[src/hw/exec_pkg.sv]
package exec_pkg;

    // Register file shape
    localparam int REG_COUNT = 32;
    localparam int REG_IDX_W = 5;
    localparam int DATA_W = 8;
    localparam int ADDR_W = 16;
    localparam int BR_OFFSET_W = 7;
    localparam int DISP_W = 6;

    // Low register of each pointer pair, the high byte sits one above
    localparam logic [4:0] PTR_FIRST_LO_IDX = 5'h1a;
    localparam logic [4:0] PTR_SECOND_LO_IDX = 5'h1c;
    localparam logic [4:0] PTR_THIRD_LO_IDX = 5'h1e;
    localparam logic [4:0] REGISTER_ZERO_IDX = 5'h00;
    localparam logic [4:0] REGISTER_ONE_IDX = 5'h01;

    // Reset values and step sizes
    localparam logic [15:0] PC_RESET = 16'h0000;
    localparam logic [7:0] REG_RESET = 8'h00;
    localparam logic [15:0] PC_STEP = 16'h0001;
    localparam logic [15:0] PTR_STEP = 16'h0001;

    // Operations handled by this unit
    typedef enum logic [3:0] {
        OP_NOP = 4'h0,
        OP_BRANCH_OVERFLOW_SET = 4'h1,
        OP_BRANCH_OVERFLOW_CLEAR = 4'h2,
        OP_BRANCH_IRQ_ENABLED = 4'h3,
        OP_BRANCH_IRQ_DISABLED = 4'h4,
        OP_REGISTER_MOVE = 4'h5,
        OP_REGISTER_PAIR_COPY = 4'h6,
        OP_IMMEDIATE_LOAD = 4'h7,
        OP_INDIRECT_LOAD = 4'h8,
        OP_DISPLACEMENT_LOAD = 4'h9,
        OP_DIRECT_LOAD = 4'ha,
        OP_INDIRECT_STORE = 4'hb,
        OP_DISPLACEMENT_STORE = 4'hc,
        OP_DIRECT_STORE = 4'hd,
        OP_PROGRAM_MEMORY_READ = 4'he,
        OP_PROGRAM_MEMORY_WRITE = 4'hf
    } op_t;

    // Pointer choice
    typedef enum logic [1:0] {
        PTR_FIRST = 2'h0,
        PTR_SECOND = 2'h1,
        PTR_THIRD = 2'h2
    } ptr_sel_t;

    // Pointer adjustment
    typedef enum logic [1:0] {
        PM_PLAIN = 2'h0,
        PM_POST_INC = 2'h1,
        PM_PRE_DEC = 2'h2
    } ptr_mode_t;

    // Sequencer states, one-hot
    typedef enum logic [5:0] {
        ST_IDLE = 6'h01,
        ST_BRANCH = 6'h02,
        ST_MEM = 6'h04,
        ST_PM_ADDR = 6'h08,
        ST_PM_DATA = 6'h10,
        ST_PM_WRITE = 6'h20
    } state_t;

endpackage : exec_pkg

[src/hw/data_transfer_branch_exec.sv]
// How it works
// - Overflow set: branch to pc plus offset plus one
// - Overflow clear: branch, flags untouched, one/two cycles
// - Interrupts enabled: relative branch, flags untouched
// - Interrupts disabled: relative branch, one/two cycles
// - Indirect load two cycles, optional post-increment
// - Pre-decrement load: decrement, then read
// - Displacement load, second/third pointer, pointer kept
// - Direct load from instruction address, two cycles
// - Indirect store two cycles, optional post-increment
// - Pre-decrement store: decrement, then write
// - Displacement store, second/third pointer, pointer kept
// - Direct store to instruction address, two cycles
// - Program memory read via third pointer, three cycles
`timescale 1ns/10ps
`default_nettype none

module data_transfer_branch_exec
    import exec_pkg::*;
(
    // Clock and reset
    input wire logic sys_clk,
    input wire logic rst,
    // Operation issue
    input wire logic op_valid,
    output logic op_ready,
    input wire op_t op_code,
    input wire logic [4:0] dst_idx,
    input wire logic [4:0] src_idx,
    input wire logic [7:0] imm_byte,
    input wire logic [6:0] br_offset,
    input wire ptr_sel_t ptr_sel,
    input wire ptr_mode_t ptr_mode,
    input wire logic [5:0] disp,
    input wire logic [15:0] direct_addr,
    input wire logic use_register_zero,
    // Status flags from the core
    input wire logic flag_overflow,
    input wire logic flag_irq_enable,
    // Data memory
    output logic [15:0] dm_addr,
    output logic [7:0] dm_wdata,
    output logic dm_we,
    output logic dm_re,
    input wire logic [7:0] dm_rdata,
    // Program memory
    output logic [15:0] pm_addr,
    output logic pm_re,
    input wire logic [7:0] pm_rdata,
    output logic pm_we,
    output logic [15:0] pm_wdata,
    input wire logic pm_busy,
    // Observation
    output logic [15:0] pc,
    input wire logic [4:0] peek_idx,
    output logic [7:0] peek_data
);

    ////////////////////////////////////////////////////////////////////////////////
    // Helpers

    // Low register of the selected pointer pair
    function automatic logic [4:0] ptr_lo_idx(input ptr_sel_t sel);
        case (sel)
            PTR_FIRST: ptr_lo_idx = PTR_FIRST_LO_IDX;
            PTR_SECOND: ptr_lo_idx = PTR_SECOND_LO_IDX;
            default: ptr_lo_idx = PTR_THIRD_LO_IDX;
        endcase
    endfunction : ptr_lo_idx

    ////////////////////////////////////////////////////////////////////////////////
    // State

    logic [7:0] rf_q [REG_COUNT]; // General-purpose registers
    state_t state_q; // Sequencer
    state_t state_d;
    logic [15:0] pc_q; // Program counter
    logic [15:0] pc_d;
    logic [4:0] dst_q; // Destination held for the write-back cycle (second for data loads, third for program reads)
    logic [15:0] addr_q; // Memory address held for the access cycle
    logic [7:0] wdata_q; // Store byte
    logic load_q; // Access cycle is a read
    logic dm_re_q;
    logic dm_we_q;
    logic pm_re_q;
    logic pm_we_q;
    logic [15:0] pm_wdata_q;
    logic [7:0] peek_q;

    ////////////////////////////////////////////////////////////////////////////////
    // Decode

    logic issue; // Operation taken this cycle
    logic is_branch;
    logic taken;
    logic is_ind; // Pointer-based data access
    logic is_disp;
    logic is_direct;
    logic is_dload;
    logic is_dstore;
    logic is_pm;
    ptr_sel_t eff_sel;
    logic [4:0] plo;
    logic [15:0] ptr_value;
    logic use_disp;
    logic [15:0] eff_addr;
    logic [15:0] ptr_next;
    logic ptr_write;
    logic ptr_we;
    logic [15:0] mem_addr;
    logic [15:0] br_target;
    logic [15:0] pc_plus;

    assign op_ready = (state_q == ST_IDLE);
    assign issue = op_valid && op_ready;
    assign is_branch = (op_code == OP_BRANCH_OVERFLOW_SET) || (op_code == OP_BRANCH_OVERFLOW_CLEAR)
        || (op_code == OP_BRANCH_IRQ_ENABLED) || (op_code == OP_BRANCH_IRQ_DISABLED);
    // Branch conditions on the two flags
    assign taken = ((op_code == OP_BRANCH_OVERFLOW_SET) && flag_overflow)
        || ((op_code == OP_BRANCH_OVERFLOW_CLEAR) && !flag_overflow)
        || ((op_code == OP_BRANCH_IRQ_ENABLED) && flag_irq_enable)
        || ((op_code == OP_BRANCH_IRQ_DISABLED) && !flag_irq_enable);
    assign is_disp = (op_code == OP_DISPLACEMENT_LOAD) || (op_code == OP_DISPLACEMENT_STORE);
    assign is_ind = (op_code == OP_INDIRECT_LOAD) || (op_code == OP_INDIRECT_STORE) || is_disp;
    assign is_direct = (op_code == OP_DIRECT_LOAD) || (op_code == OP_DIRECT_STORE);
    assign is_dload = (op_code == OP_INDIRECT_LOAD) || (op_code == OP_DISPLACEMENT_LOAD)
        || (op_code == OP_DIRECT_LOAD);
    assign is_dstore = (op_code == OP_INDIRECT_STORE) || (op_code == OP_DISPLACEMENT_STORE)
        || (op_code == OP_DIRECT_STORE);
    assign is_pm = (op_code == OP_PROGRAM_MEMORY_READ) || (op_code == OP_PROGRAM_MEMORY_WRITE);

    // Program memory always goes through the third pointer
    assign eff_sel = is_pm ? PTR_THIRD : ptr_sel;
    assign plo = ptr_lo_idx(eff_sel);
    assign ptr_value = {rf_q[plo | 5'h01], rf_q[plo]};
    // First pointer has no displacement form
    assign use_disp = is_disp && (ptr_sel != PTR_FIRST);

    ptr_addr_gen u_ptr_addr_gen (
        .ptr_value(ptr_value),
        .ptr_mode(ptr_mode),
        .use_disp(use_disp),
        .disp(disp),
        .eff_addr(eff_addr),
        .ptr_next(ptr_next),
        .ptr_write(ptr_write)
    );

    // Pointer written back at issue; program memory read only post-increments
    // A displacement form never moves its pointer, whatever the mode input says
    assign ptr_we = issue && ((is_ind && !is_disp && ptr_write)
        || ((op_code == OP_PROGRAM_MEMORY_READ) && (ptr_mode == PM_POST_INC)));
    assign mem_addr = is_direct ? direct_addr : eff_addr;
    assign pc_plus = pc_q + PC_STEP;
    assign br_target = pc_plus + {{9{br_offset[6]}}, br_offset};

    ////////////////////////////////////////////////////////////////////////////////
    // Sequencer

    // Next state and program counter
    always_comb begin
        state_d = state_q;
        pc_d = pc_q;
        case (state_q)
            ST_IDLE: begin
                if (issue) begin
                    pc_d = pc_plus;
                    if (is_branch && taken) begin
                        pc_d = br_target;
                        state_d = ST_BRANCH;
                    end else if (is_ind || is_direct) begin
                        state_d = ST_MEM;
                    end else if (op_code == OP_PROGRAM_MEMORY_READ) begin
                        state_d = ST_PM_ADDR;
                    end else if (op_code == OP_PROGRAM_MEMORY_WRITE) begin
                        state_d = ST_PM_WRITE;
                    end
                end
            end
            // Second cycle of a taken branch
            ST_BRANCH: state_d = ST_IDLE;
            // Data memory access cycle
            ST_MEM: state_d = ST_IDLE;
            // Program memory address cycle, then data cycle
            ST_PM_ADDR: state_d = ST_PM_DATA;
            ST_PM_DATA: state_d = ST_IDLE;
            // Hold until program memory reports the write done
            ST_PM_WRITE: begin
                if (!pm_we_q && !pm_busy) begin
                    state_d = ST_IDLE;
                end
            end
            default: state_d = ST_IDLE;
        endcase
    end

    // State registers
    always_ff @(posedge sys_clk or posedge rst) begin
        if (rst) begin
            state_q <= ST_IDLE;
            pc_q <= PC_RESET;
        end else begin
            state_q <= state_d;
            pc_q <= pc_d;
        end
    end

    ////////////////////////////////////////////////////////////////////////////////
    // Memory requests

    // Request strobes are registered and last exactly one cycle
    always_ff @(posedge sys_clk or posedge rst) begin
        if (rst) begin
            dst_q <= REGISTER_ZERO_IDX;
            addr_q <= 16'h0000;
            wdata_q <= REG_RESET;
            load_q <= 1'b0;
            dm_re_q <= 1'b0;
            dm_we_q <= 1'b0;
            pm_re_q <= 1'b0;
            pm_we_q <= 1'b0;
            pm_wdata_q <= 16'h0000;
        end else begin
            dm_re_q <= issue && is_dload;
            dm_we_q <= issue && is_dstore;
            pm_re_q <= issue && (op_code == OP_PROGRAM_MEMORY_READ);
            pm_we_q <= issue && (op_code == OP_PROGRAM_MEMORY_WRITE);
            if (issue) begin
                load_q <= is_dload;
                addr_q <= is_pm ? ptr_value : mem_addr;
                wdata_q <= rf_q[src_idx];
                pm_wdata_q <= {rf_q[REGISTER_ONE_IDX], rf_q[REGISTER_ZERO_IDX]};
                // Program memory read with no operand lands in register zero
                dst_q <= ((op_code == OP_PROGRAM_MEMORY_READ) && use_register_zero)
                    ? REGISTER_ZERO_IDX : dst_idx;
            end
        end
    end

    assign dm_addr = addr_q;
    assign dm_wdata = wdata_q;
    assign dm_re = dm_re_q;
    assign dm_we = dm_we_q;
    assign pm_addr = addr_q;
    assign pm_re = pm_re_q;
    assign pm_we = pm_we_q;
    assign pm_wdata = pm_wdata_q;
    assign pc = pc_q;
    assign peek_data = peek_q;

    ////////////////////////////////////////////////////////////////////////////////
    // Register file

    logic byte_we; // Single-register write
    logic [4:0] byte_idx;
    logic [7:0] byte_val;
    logic pair_we; // Two-register copy
    logic [4:0] pair_dst;
    logic [4:0] pair_src;

    assign pair_we = issue && (op_code == OP_REGISTER_PAIR_COPY);
    assign pair_dst = {dst_idx[4:1], 1'b0};
    assign pair_src = {src_idx[4:1], 1'b0};

    // Byte write source: issue-cycle moves, or data returned from memory
    always_comb begin
        byte_we = 1'b0;
        byte_idx = dst_q;
        byte_val = dm_rdata;
        if (issue && (op_code == OP_REGISTER_MOVE)) begin
            byte_we = 1'b1;
            byte_idx = dst_idx;
            byte_val = rf_q[src_idx];
        end else if (issue && (op_code == OP_IMMEDIATE_LOAD)) begin
            byte_we = 1'b1;
            byte_idx = dst_idx;
            byte_val = imm_byte;
        end else if ((state_q == ST_MEM) && load_q) begin
            byte_we = 1'b1;
        end else if (state_q == ST_PM_DATA) begin
            byte_we = 1'b1;
            byte_val = pm_rdata;
        end
    end

    // Register writes; a memory byte written back wins over a pointer update
    always_ff @(posedge sys_clk or posedge rst) begin
        if (rst) begin
            for (int i = 0; i < REG_COUNT; i++) begin
                rf_q[i] <= REG_RESET;
            end
            peek_q <= REG_RESET;
        end else begin
            peek_q <= rf_q[peek_idx];
            if (ptr_we) begin
                rf_q[plo] <= ptr_next[7:0];
                rf_q[plo | 5'h01] <= ptr_next[15:8];
            end
            if (pair_we) begin
                rf_q[pair_dst] <= rf_q[pair_src];
                rf_q[pair_dst | 5'h01] <= rf_q[pair_src | 5'h01];
            end
            if (byte_we) begin
                rf_q[byte_idx] <= byte_val;
            end
        end
    end
endmodule : data_transfer_branch_exec

`default_nettype wire

[src/hw/ptr_addr_gen.sv]
`timescale 1ns/10ps
`default_nettype none

// Effective address and pointer update for indirect accesses
module ptr_addr_gen
    import exec_pkg::*;
(
    // Pointer in
    input wire logic [15:0] ptr_value,
    input wire ptr_mode_t ptr_mode,
    input wire logic use_disp,
    input wire logic [5:0] disp,
    // Results
    output logic [15:0] eff_addr,
    output logic [15:0] ptr_next,
    output logic ptr_write
);

    logic [15:0] ptr_plus; // Full 16-bit wrap both ways
    logic [15:0] ptr_minus;
    logic [15:0] ptr_disp;

    assign ptr_plus = ptr_value + PTR_STEP;
    assign ptr_minus = ptr_value - PTR_STEP;
    assign ptr_disp = ptr_value + {10'h000, disp};

    // Displacement leaves the pointer alone; pre-decrement uses the new value
    assign eff_addr = use_disp ? ptr_disp : ((ptr_mode == PM_PRE_DEC) ? ptr_minus : ptr_value);
    assign ptr_next = (ptr_mode == PM_PRE_DEC) ? ptr_minus : ptr_plus;
    assign ptr_write = !use_disp && (ptr_mode != PM_PLAIN);

endmodule : ptr_addr_gen

`default_nettype wire

[config.mk]
export PLATFORM = sky130hd
export DESIGN_NAME = data_transfer_branch_exec
export DESIGN_NICKNAME = d
export VERILOG_FILES = /design/src/hw/exec_pkg.sv /design/src/hw/data_transfer_branch_exec.sv /design/src/hw/ptr_addr_gen.sv
export SDC_FILE = /design/constraint.sdc
export NUM_CORES = 1
export LEC_CHECK = 0
export BUFFER_PORTS_ARGS = -buffer_cell sky130_fd_sc_hd__buf_2
export CORE_ASPECT_RATIO = 0.7
export CORE_UTILIZATION = 35
export DETAILED_ROUTE_END_ITERATION = 6
export GPL_ROUTABILITY_DRIVEN = 0
export GPL_TIMING_DRIVEN = 0
export SYNTH_ARGS = -nofsm -noshare
export SYNTH_HDL_FRONTEND = slang
export SYNTH_SLANG_ARGS = --single-unit
[constraint.sdc]
create_clock -name sys_clk -period 11.5 [get_ports sys_clk]
set_input_delay 0.575 -clock sys_clk [delete_from_list [all_inputs] [get_ports sys_clk]]
set_output_delay 0.575 -clock sys_clk [all_outputs]
set_load 0.02 [all_outputs]
# Word-level counts from Yosys, hierarchy flattened
# Cells that the tools add are included.
[word_totals]
mem_bits_ro = 0
latchBits = 0
inputBits = 83
n_memories = 0
out_inout_bits = 85
ram_bits = 0
ff_bits = 336
[op_classes]
multipliers = 0
div = 0
n_eq_ne = 26
n_lt_le_gt_ge = 14
shifts = 0
n_addsub = 5
mux = 62
n_bitwise = 9
n_reduce_logical = 55
[op_table]
columns = ["operator", "n"]
rows = [
  ["$bwmux 256", 5],
  ["$mux 256", 3],
  ["$bmux 8 s5", 6],
  ["$demux 8 s5", 5],
  ["$mux 8", 21],
  ["$mux 16", 6],
  ["$ge 6x6->1 const B", 9],
  ["$not 5->6", 9],
  ["$mux 6", 6],
  ["$add 16x1->16 const B", 2],
  ["$eq 4x4->1 const B", 8],
  ["$lt 6x1->1 const B", 5],
  ["$logic_and 1x1->1", 27],
  ["$pmux 6 s3", 1],
  ["$logic_or 1x1->1", 17],
  ["$add 16x16->16", 1],
  ["$add 16x6->16", 1],
  ["$eq 4x3->1 const B", 4],
  ["$sub 16x1->16 const B", 1],
  ["$mux 5", 3],
  ["$eq 4x2->1 const B", 2],
  ["$eq 6x1->1 const B", 1],
  ["$eq 6x3->1 const B", 1],
  ["$eq 6x4->1 const B", 1],
  ["other kinds (16)", 26],
]

# Depth between registers and ports, before layout
# Gate-level depths: netlist of the first run.
[logic_depth]
word_depth = 19
depth_mapped = 17

# Modules after synthesis
# Synthesis of the first run repeated with hierarchy kept, for this count alone.
[unflattened]
hier_cells = 2175
hier_area_um2 = 24916.4
[by_module_without_submodules]
columns = ["module", "area_each_um2", "cells_per_inst", "n_inst"]
rows = [
  ["data_transfer_branch_exec", 23825.4, 2019, 1],
  ["ptr_addr_gen", 1091.0, 156, 1],
]

# Worst setup path after synthesis of the first run
# Ideal clock, no wire load.
[synth_timing]
path_kind = "input to register"
startpoint = "input ptr_sel[0]"
endpoint = "register addr_q[8], in the netlist dm_addr[8]"
n_path_buf = 3
arrival_ns = 3.878
setup_ns = 0.069
stages = 17
setup_slack_ns = 7.553
cell_sequence = "buf_2 buf_1 buf_1 mux2i_1 nor2_1 a21oi_1 inv_1 ha_1 fa_1 a21o_1 a21oi_1 o21ai_0 nand3_1 o21ai_0 xor2_1 a211o_1 nand3_1"
[synth_via]
elab_chain_len = 12
word_cells_on_any_way = 20
[synth_lines]
columns = ["element", "line_no", "text"]
rows = [
  ["start: declaration", "data_transfer_branch_exec.sv:32", "input wire ptr_sel_t ptr_sel,"],
  ["$mux 2", "data_transfer_branch_exec.sv:133", "assign eff_sel = is_pm ? PTR_THIRD : ptr_sel;"],
  ["$eq 2x1->1 or $logic_not 2->1 (tied branches)", "data_transfer_branch_exec.sv:64", "case (sel)"],
  ["$pmux 3 s2", "data_transfer_branch_exec.sv:64", ""],
  ["$not 5->6 (not written as such)", "data_transfer_branch_exec.sv:135", "assign ptr_value = {rf_q[plo | 5'h01], rf_q[plo]};"],
  ["$bmux 8 s5", "data_transfer_branch_exec.sv:135", ""],
  ["$mux 8 (not written as such) (2 in a row)", "data_transfer_branch_exec.sv:135", ""],
  ["$sub 16x1->16", "ptr_addr_gen.sv:24", "assign ptr_minus = ptr_value - PTR_STEP;"],
  ["$mux 16 (2 in a row)", "ptr_addr_gen.sv:28", "assign eff_addr = use_disp ? ptr_disp : ((ptr_mode == PM_PRE_DEC) ? ptr_minus : ptr_value);"],
  ["$mux 16", "data_transfer_branch_exec.sv:153", "assign mem_addr = is_direct ? direct_addr : eff_addr;"],
  ["$mux 16 *", "data_transfer_branch_exec.sv:230", "addr_q <= is_pm ? ptr_value : mem_addr;"],
  ["end signal: assignment", "data_transfer_branch_exec.sv:230", ""],
  ["end: declaration", "data_transfer_branch_exec.sv:80", "logic [15:0] addr_q;"],
]
# Mark *: on every way between the ends. The rest lies on a longest branch, timed or not. The select of a mux whose other input is x is not followed.
# A chain may end at the register's enable or synchronous reset.

# Worst setup path in the final report of the first run
[layout_timing]
startpoint = "input src_idx[2]"
endpoint = "register rf_q[240] (netlist bit)"
[layout_via]
elab_chain_len = 9
word_cells_on_any_way = 18
[layout_lines]
columns = ["element", "line_no", "text"]
rows = [
  ["start: declaration", "data_transfer_branch_exec.sv:29", "input wire logic [4:0] src_idx,"],
  ["$not 5->6 (not written as such)", "data_transfer_branch_exec.sv:300", "rf_q[pair_dst] <= rf_q[pair_src];"],
  ["$bmux 8 s5", "data_transfer_branch_exec.sv:300", ""],
  ["$mux 8 (not written as such) (2 in a row)", "data_transfer_branch_exec.sv:300", ""],
  ["$bwmux 256", "data_transfer_branch_exec.sv:300", ""],
  ["$bwmux 256", "data_transfer_branch_exec.sv:301", "rf_q[pair_dst | 5'h01] <= rf_q[pair_src | 5'h01];"],
  ["$mux 256", "data_transfer_branch_exec.sv:299", "if (pair_we) begin"],
  ["$bwmux 256", "data_transfer_branch_exec.sv:304", "rf_q[byte_idx] <= byte_val;"],
  ["$mux 256 *", "data_transfer_branch_exec.sv:303", "if (byte_we) begin"],
  ["end signal: indexed assignment", "data_transfer_branch_exec.sv:300", ""],
  ["end signal: indexed assignment", "data_transfer_branch_exec.sv:301", ""],
  ["end signal: indexed assignment", "data_transfer_branch_exec.sv:304", ""],
  ["end: declaration", "data_transfer_branch_exec.sv:74", "logic [7:0] rf_q [REG_COUNT];"],
]
# Marked as above.

==> results by group, run 1 <==
Run status
  – Status: finished with violations
  – Failing checks: capacitance limit, slew limit

Synthesis
  – Synth Cell Area: 24500 um^2
  – Compound-Gate Fraction of Synth Area: 10.6%
  – Post-synth top flop: dfrtp_1
  – Post-synthesis mux area share: 36.7%
  – Synth cell types: 74
  – Synthesized instance count: 2265
  – Asr flop ratio synth: 100%
  – Post-synth EDFFs: 0
  – Synth Area in Simple Gates: 10.5%
  – Ys Warns: 0
  – Avg Cell Area, Syn: 10.8 um^2
  – Synth top area cells: dfrtp_1 (34%), mux4_2 (19%), mux2i_1 (13%), mux2_2 (4.6%), nand2_1 (3.0%)
  – Synth Area in Adders: 1.39%
  – Sequential share of the synthesized area: 34.3%
  – Synth top area share: 34.2%
  – Leading area contributor after synthesis: dfrtp_1
  – Syn Nets: 2374
  – Flops & latches, synth: 336
  – Main combinational cell family by area after synthesis: multiplexers
  – XOR/XNOR share of the synthesized area: 2.21%

Clock network
  – Clock insertion delay at the later pin of the skew report: 0.59 ns
  – Clk sinks: 336
  – TritonCTS clock tree: done
  – Clock Tree Buf Depth: 3
  – TritonCTS buffer count: 38
  – Post-CTS Hold Fix Bufs: 0
  – Htree depth: 2
  – Post-CTS Setup Bufs: 0
  – CTS resizes: 0
  – Root Buffer: clkbuf_16
  – CTS clk-pin slew, worst paths: 0.06 ns

STA
  – Min Tclk post-route: 5.23 ns
  – Fin crit share: 45.5%
  – Final TNS setup: 0 ns
  – Setup Skew: 0.0307 ns
  – Slew margin rel.: -1.18%
  – Setup violations, final: 0
  – Fmax: 191 MHz
  – Slew Limit Fails: 16
  – RSZ-0062 raised after global routing: false
  – Least-Margin Pin Slew: 1.51 ns
  – Final Hold Violating Endpoints: 0

Die
  – Initial core utilization: 35.7%
  – Die Area: 71200 um^2
  – Vert. Die Dim: 224 um
  – Row cnt: 80
  – Die width: 318 um
  – Core Area: 68800 um^2
  – IO Pins: 168

Power and ir drop
  – Max IR drop VDD: 0.0985 mV
  – Leak pwr: 11.4 nW
  – Pwr Total: 6.01 mW
  – Power Dens Cells: 216 nW/um^2

Cells and area
  – Most common cell after layout, fill and taps aside: dfrtp_1
  – Share of layout cells above drive strength 1: 25.6%
  – Layout area overhead: 13.5%
  – Most frequent cells in the layout: dfrtp_1 (335), mux2i_1 (314), buf_2 (210), mux4_2 (210), nand2_1 (195)
  – Layout Utilization: 40.5%
  – Final nets: 2574

Critical path
  – Arrival time of the worst setup path: 5.65 ns
  – Critical Path RT: 11.92 ns
  – CP startpoint kind: input port
  – Max FO, Critical Path: 10
  – WS Path Type: in -> reg
  – Worst setup EP type: flip-flop

Global routing
  – Initial antenna violation count: 11
  – Total grt overflow: 0
  – Total GRT Usage: 30.1%
  – Largest net degree at the start of global routing: 126
  – First-pass GRT wire length: 156000 um
  – Via count of the first global-routing pass: 21747

Place
  – DP HPWL: 81900 um
  – IO buf count: 154

Routing
  – DRT antenna net count: 0
  – Total wire length: 109000 um
  – DRC: 0
  – DRT iter0 DRCs: 3909
  – Per-cell routed wire length: 32.1 um
  – Via count: 22756
  – Drt pass-1 iters: 6
  – Via-to-Cell Ratio: 6.70

Run
  – Max Cap Viol: 5

Min path
  – Hold Path Class: in -> async
worst paths after layout:
path | end | slack (ns) | cells past startpoint | start
max in group asynchronous | pm_wdata[11] | 9.80 | 5 | rst
setup / recovery | rf_q[240] | 6.27 | 11 | src_idx[2]
hold reg to reg | pm_wdata[7] | 0.48 | 2 | pm_wdata[7]
setup reg to reg | rf_q[60] | 7.15 | 7 | rf_q[12]
min in group sys_clk | dst_q[0] | 0.29 | 3 | dst_idx[0]
hold / removal | rf_q[29] | 0.18 | 3 | rst
worst max-delay path, cell delays in order:
cell and delay (ns):
buf_2 0.40, buf_2 0.49, buf_1 0.92, buf_2 0.57, mux2i_1 0.40, a211oi_1 0.12, a21oi_1 0.38, nand2_1 0.10
a31oi_1 0.91, buf_2 0.57, o21ai_0 0.17
Yosys cell counts, types with 5 or more instances:
cell / instances
o21a_1: 5
a211oi_1: 26
xor2_1: 18
buf_4: 21
o211ai_1: 21
o21ai_1: 12
o31ai_1: 5
nand2b_1: 13
nand4_1: 8
a211o_1: 6
or2_2: 7
buf_1: 24
o22ai_1: 26
nor2b_1: 6
o21ai_0: 103
or3_1: 10
a21o_1: 12
nand3_1: 36
a21oi_1: 120
nor3b_1: 9
and3_1: 21
nor2_1: 192
nand2_1: 195
a22o_1: 7
nand3b_1: 10
dfrtp_1: 335
a221oi_1: 17
mux4_2: 210
nor3_1: 27
mux2_2: 100
nor3_2: 7
mux2i_1: 314
a31oi_1: 16
xnor2_1: 44
clkbuf_1: 101
and2_1: 9
buf_6: 6
ha_1: 24
inv_1: 24
buf_2: 56
per-layer routing:
metal / global-route usage (%) / part of all wire [%] / wire (um) / vias up
met5: 5.86 / 0.62 / 673 / -
met4: 10.4 / 4.3 / 4670 / 22
met3: 19.0 / 19 / 20500 / 385
met2: 39.1 / 38 / 41800 / 2005
met1: 39.3 / 38 / 41200 / 11383
li1: - / - / - / 8961
sequential cells by signal (all words and copies together), names as in the netlist:
register,flops
pm_we,1
dst_q,5
dm_re,1
peek_data,8
dm_we,1
pc,16
rf_q,256
pm_wdata,16
state_q,6
dm_wdata,8
dm_addr,16
pm_re,1
load_q,1
per-stage QoR:
stage	hold slack [ns]	area (um^2)	std cells	setup WS [ns]
after global placement	0.463	26400	3321	-2.36
final	0.176	27900	3398	6.27
after global routing	0.243	27800	3395	6.35
after detailed placement	0.462	26500	3324	6.10
after CTS	0.201	27800	3390	6.71
after floorplan	0.442	24500	2265	1.62
logic make-up after synthesis:
kind of cell / count (synthesis)
fa+ha+maj: 26
mux: 624
buf+inv: 233
xor+xnor: 62
compound gates: 418
simple gates: 566
flops: 336
power breakdown:
part | switching [mW] | internal (mW) | total (mW)
logic | 1.57 | 1.04 | 2.62
clock network | 0.553 | 0.754 | 1.31
registers | 0.563 | 1.52 | 2.08
cell type report:
cell class	count	area (um^2)
Clock buffer	54	1130
Fill cell	6551	40900
Buffer	208	976
Sequential cell	336	8410
Clock inverter	12	149
Antenna cell	5	12.5
Inverter	25	101
Timing Repair Buffer	160	891
Multi-Input combinational cell	1696	15100
Tap cell	902	1130
Note: power is estimated with default switching activity, not from simulation.
==> run 2: changes to the inputs <==
clock period = 4.5 ns   (was 11.5 ns; I/O delays follow)
==> results by group, run 2 (synthesis results as in run 1) <==
Critical path
  – Critical Path RT: 4.90 ns (was 11.92 ns)
  – Reg-to-reg setup timing slack: 0.09 ns (was 7.15 ns)
  – Crit path cell chain: buf_2, buf_2, clkbuf_1, clkbuf_1, mux2i_1, a21oi_1, mux2i_1, a21o_1, buf_2, mux2i_1 (was buf_2, buf_2, buf_1, buf_2, mux2i_1, a211oi_1, a21oi_1, nand2_1, a31oi_1, buf_2, o21ai_0)
  – FF-to-FF End: rf_q[28] (was rf_q[60])
  – Slowest CP cell: clkbuf_1 (was buf_1)
  – Slowest cell delay on critical path: 0.92 ns (about the same)
  – Reg2reg path depth: 7 (unchanged)
  – Max FO, Critical Path: 10 (unchanged)
  – Arrival time of the worst setup path: 5.07 ns (was 5.65 ns)
  – RR Startpoint: rf_q[12] (unchanged)
  – Worst setup EP type: flip-flop (unchanged)
  – CP startpoint kind: input port (unchanged)
  – WS Path Type: in -> reg (unchanged)

Cells and area
  – Layout area overhead: 13.9% (was 13.5%)
  – Biggest register: rf_q (unchanged)
  – Post-route cell area: 27900 um^2 (about the same)
  – Share of layout cells above drive strength 1: 25.7% (was 25.6%)
  – Most frequent cells in the layout: dfrtp_1 (335), mux2i_1 (314), buf_2 (210), mux4_2 (210), nand2_1 (195) (unchanged)
  – Most common cell after layout, fill and taps aside: dfrtp_1 (unchanged)
  – # fillers: 6516 (was 6551)
  – Max FFs per register: 256 (unchanged)
  – Final nets: 2586 (was 2574)

Min path
  – Hold wc startpoint: direct_addr[13]
  – Endpoint, Worst Hold: dm_addr[13]
  – Hold Path Class: in -> reg (was in -> async)
  – Hold-critical path depth: 3

Place
  – Placed cell area: 26600 um^2 (was 26500 um^2)
  – IO buf count: 154 (unchanged)
  – DP HPWL: 82600 um (was 81900 um)

Power and ir drop
  – Max IR drop VDD: 0.286 mV (was 0.0985 mV)
  – Power Dens Cells: 547 nW/um^2 (was 216 nW/um^2)
  – Pwr Total: 15.3 mW (was 6.01 mW)
  – Leak pwr: 11.4 nW (about the same)

Die
  – Die width: 318 um (unchanged)
  – Row cnt: 80 (unchanged)
  – IO Pins: 168 (unchanged)
  – Die Area: 71200 um^2 (unchanged)
  – Initial core utilization: 35.7% (unchanged)
  – Core Area: 68800 um^2 (unchanged)
  – Vert. Die Dim: 224 um (unchanged)

Routing
  – Routed wl met2: 41700 um (was 41800 um)
  – DRC: 0 (unchanged)
  – Highest metal used: met5 (unchanged)
  – M1 WL: 41400 um (was 41200 um)
  – Total wire length: 110000 um (was 109000 um)
  – Via count: 23038 (was 22756)
  – DRT antenna net count: 0 (unchanged)
  – Drt pass-1 iters: 7 (was 6)
  – Met3 wire len: 20900 um (was 20500 um)
  – DRT iter0 DRCs: 3827 (was 3909)
  – Per-cell routed wire length: 32.1 um (about the same)
  – Via-to-Cell Ratio: 6.76 (was 6.70)

Global routing
  – Via count of the first global-routing pass: 21989 (was 21747)
  – First-pass GRT wire length: 156000 um (about the same)
  – Initial antenna violation count: 11 (unchanged)
  – Total grt overflow: 0 (unchanged)
  – Total GRT Usage: 30.2% (was 30.1%)
  – Largest net degree at the start of global routing: 43 (was 126)

Clock network
  – Post-CTS Setup Bufs: 0 (unchanged)
  – Htree depth: 2 (unchanged)
  – Clock Tree Buf Depth: 3 (unchanged)
  – TritonCTS buffer count: 37 (was 38)
  – Root Buffer: clkbuf_16 (unchanged)
  – CTS clk-pin slew, worst paths: 0.06 ns (about the same)
  – Clock insertion delay at the later pin of the skew report: 0.60 ns (was 0.59 ns)
  – TritonCTS clock tree: done (unchanged)
  – Clk sinks: 336 (unchanged)

Run status
  – Status: finished with violations (unchanged)
  – Failing checks: hold timing, capacitance limit, slew limit, setup timing (was capacitance limit, slew limit)

STA
  – Slew margin rel.: -5.36% (was -1.18%)
  – Least-Margin Pin Slew: 1.58 ns (was 1.51 ns)
  – Final worst slack: -0.171 ns (was 6.27 ns)
  – Setup Skew: 0.0185 ns (was 0.0307 ns)
  – Fin crit share: 104%
  – Setup violations, final: 45 (was 0)
  – Final TNS setup: -4.41 ns (was 0 ns)
  – Slew Limit Fails: 24 (was 16)
  – Fmax: 214 MHz
  – RSZ-0062 raised after global routing: false (unchanged)
  – Final Hold Violating Endpoints: 1 (was 0)
  – Min Tclk post-route: 4.67 ns
  – Final Hold Slack: -0.000493 ns (was 0.176 ns)

Run
  – Max Cap Viol: 3 (was 5)
==> run 2: worst max-delay path, delay by kind of cell <==
| family | cells | cell delay, ns |
|---|---|---|
| buffers and inverters | 5 | 3.07 |
| muxes | 3 | 0.97 |
| AOI/OAI and AO/OA | 2 | 0.79 |
==> run 2: layout make-up <==
class	count	area, um^2	share of cell area [%]
clock inverter	14	179	0.640
buffer	208	978	3.50
tap	902	1130	4.04
clock buffer	49	1030	3.69
inverter	25	97.6	0.349
sequential	336	8410	30.1
multi-input combinational	1696	15100	53.9
timing repair buffer	173	1040	3.73
antenna	7	17.5	0.0627
==> run 2: where the power goes <==
part	switching [mW]	leakage, nW	internal (mW)
Combinational	4.05	6.30	2.68
Sequential	1.44	4.50	3.88
Clock	1.42	0.588	1.80
==> run 2: worst max path at each step <==
| stage | startpoint | endpoint | depth (start not counted) |
|---|---|---|---|
| after floorplan | rst | dm_addr[0] | 1 |
| after global placement | rst | pm_wdata[12] | 2 |
| after detailed placement | src_idx[2] | rf_q[64] | 11 |
| after CTS | src_idx[2] | rf_q[64] | 11 |
| after global routing | ptr_sel[0] | dm_addr[12] | 18 |
| final | src_idx[2] | rf_q[99] | 10 |
==> run 2: metrics by stage <==
stage / utilization [%] / setup WS (ns) / cells
after floorplan: - / -0.215 / 2265
after global placement: 38.4 / -2.39 / 3321
after detailed placement: 38.7 / -0.554 / 3329
after CTS: 40.6 / 0.0464 / 3401
after global routing: 40.6 / 0.0207 / 3403
final: 40.6 / -0.171 / 3410
==> run 2: timing repair <==
action / CTS / global route
hold buffers: 9 / 0
resized for setup: 0 / 3
endpoints found under the setup margin: 0 / 80
endpoints found under the hold margin: 41 / 0
==> run 2: metal layers <==
layer | GRT usage, % | up-vias
met5 | 3.16 | -
met4 | 12.0 | 18
met3 | 18.7 | 421
met2 | 38.6 | 2161
met1 | 39.8 | 11476
li1 | - | 8962
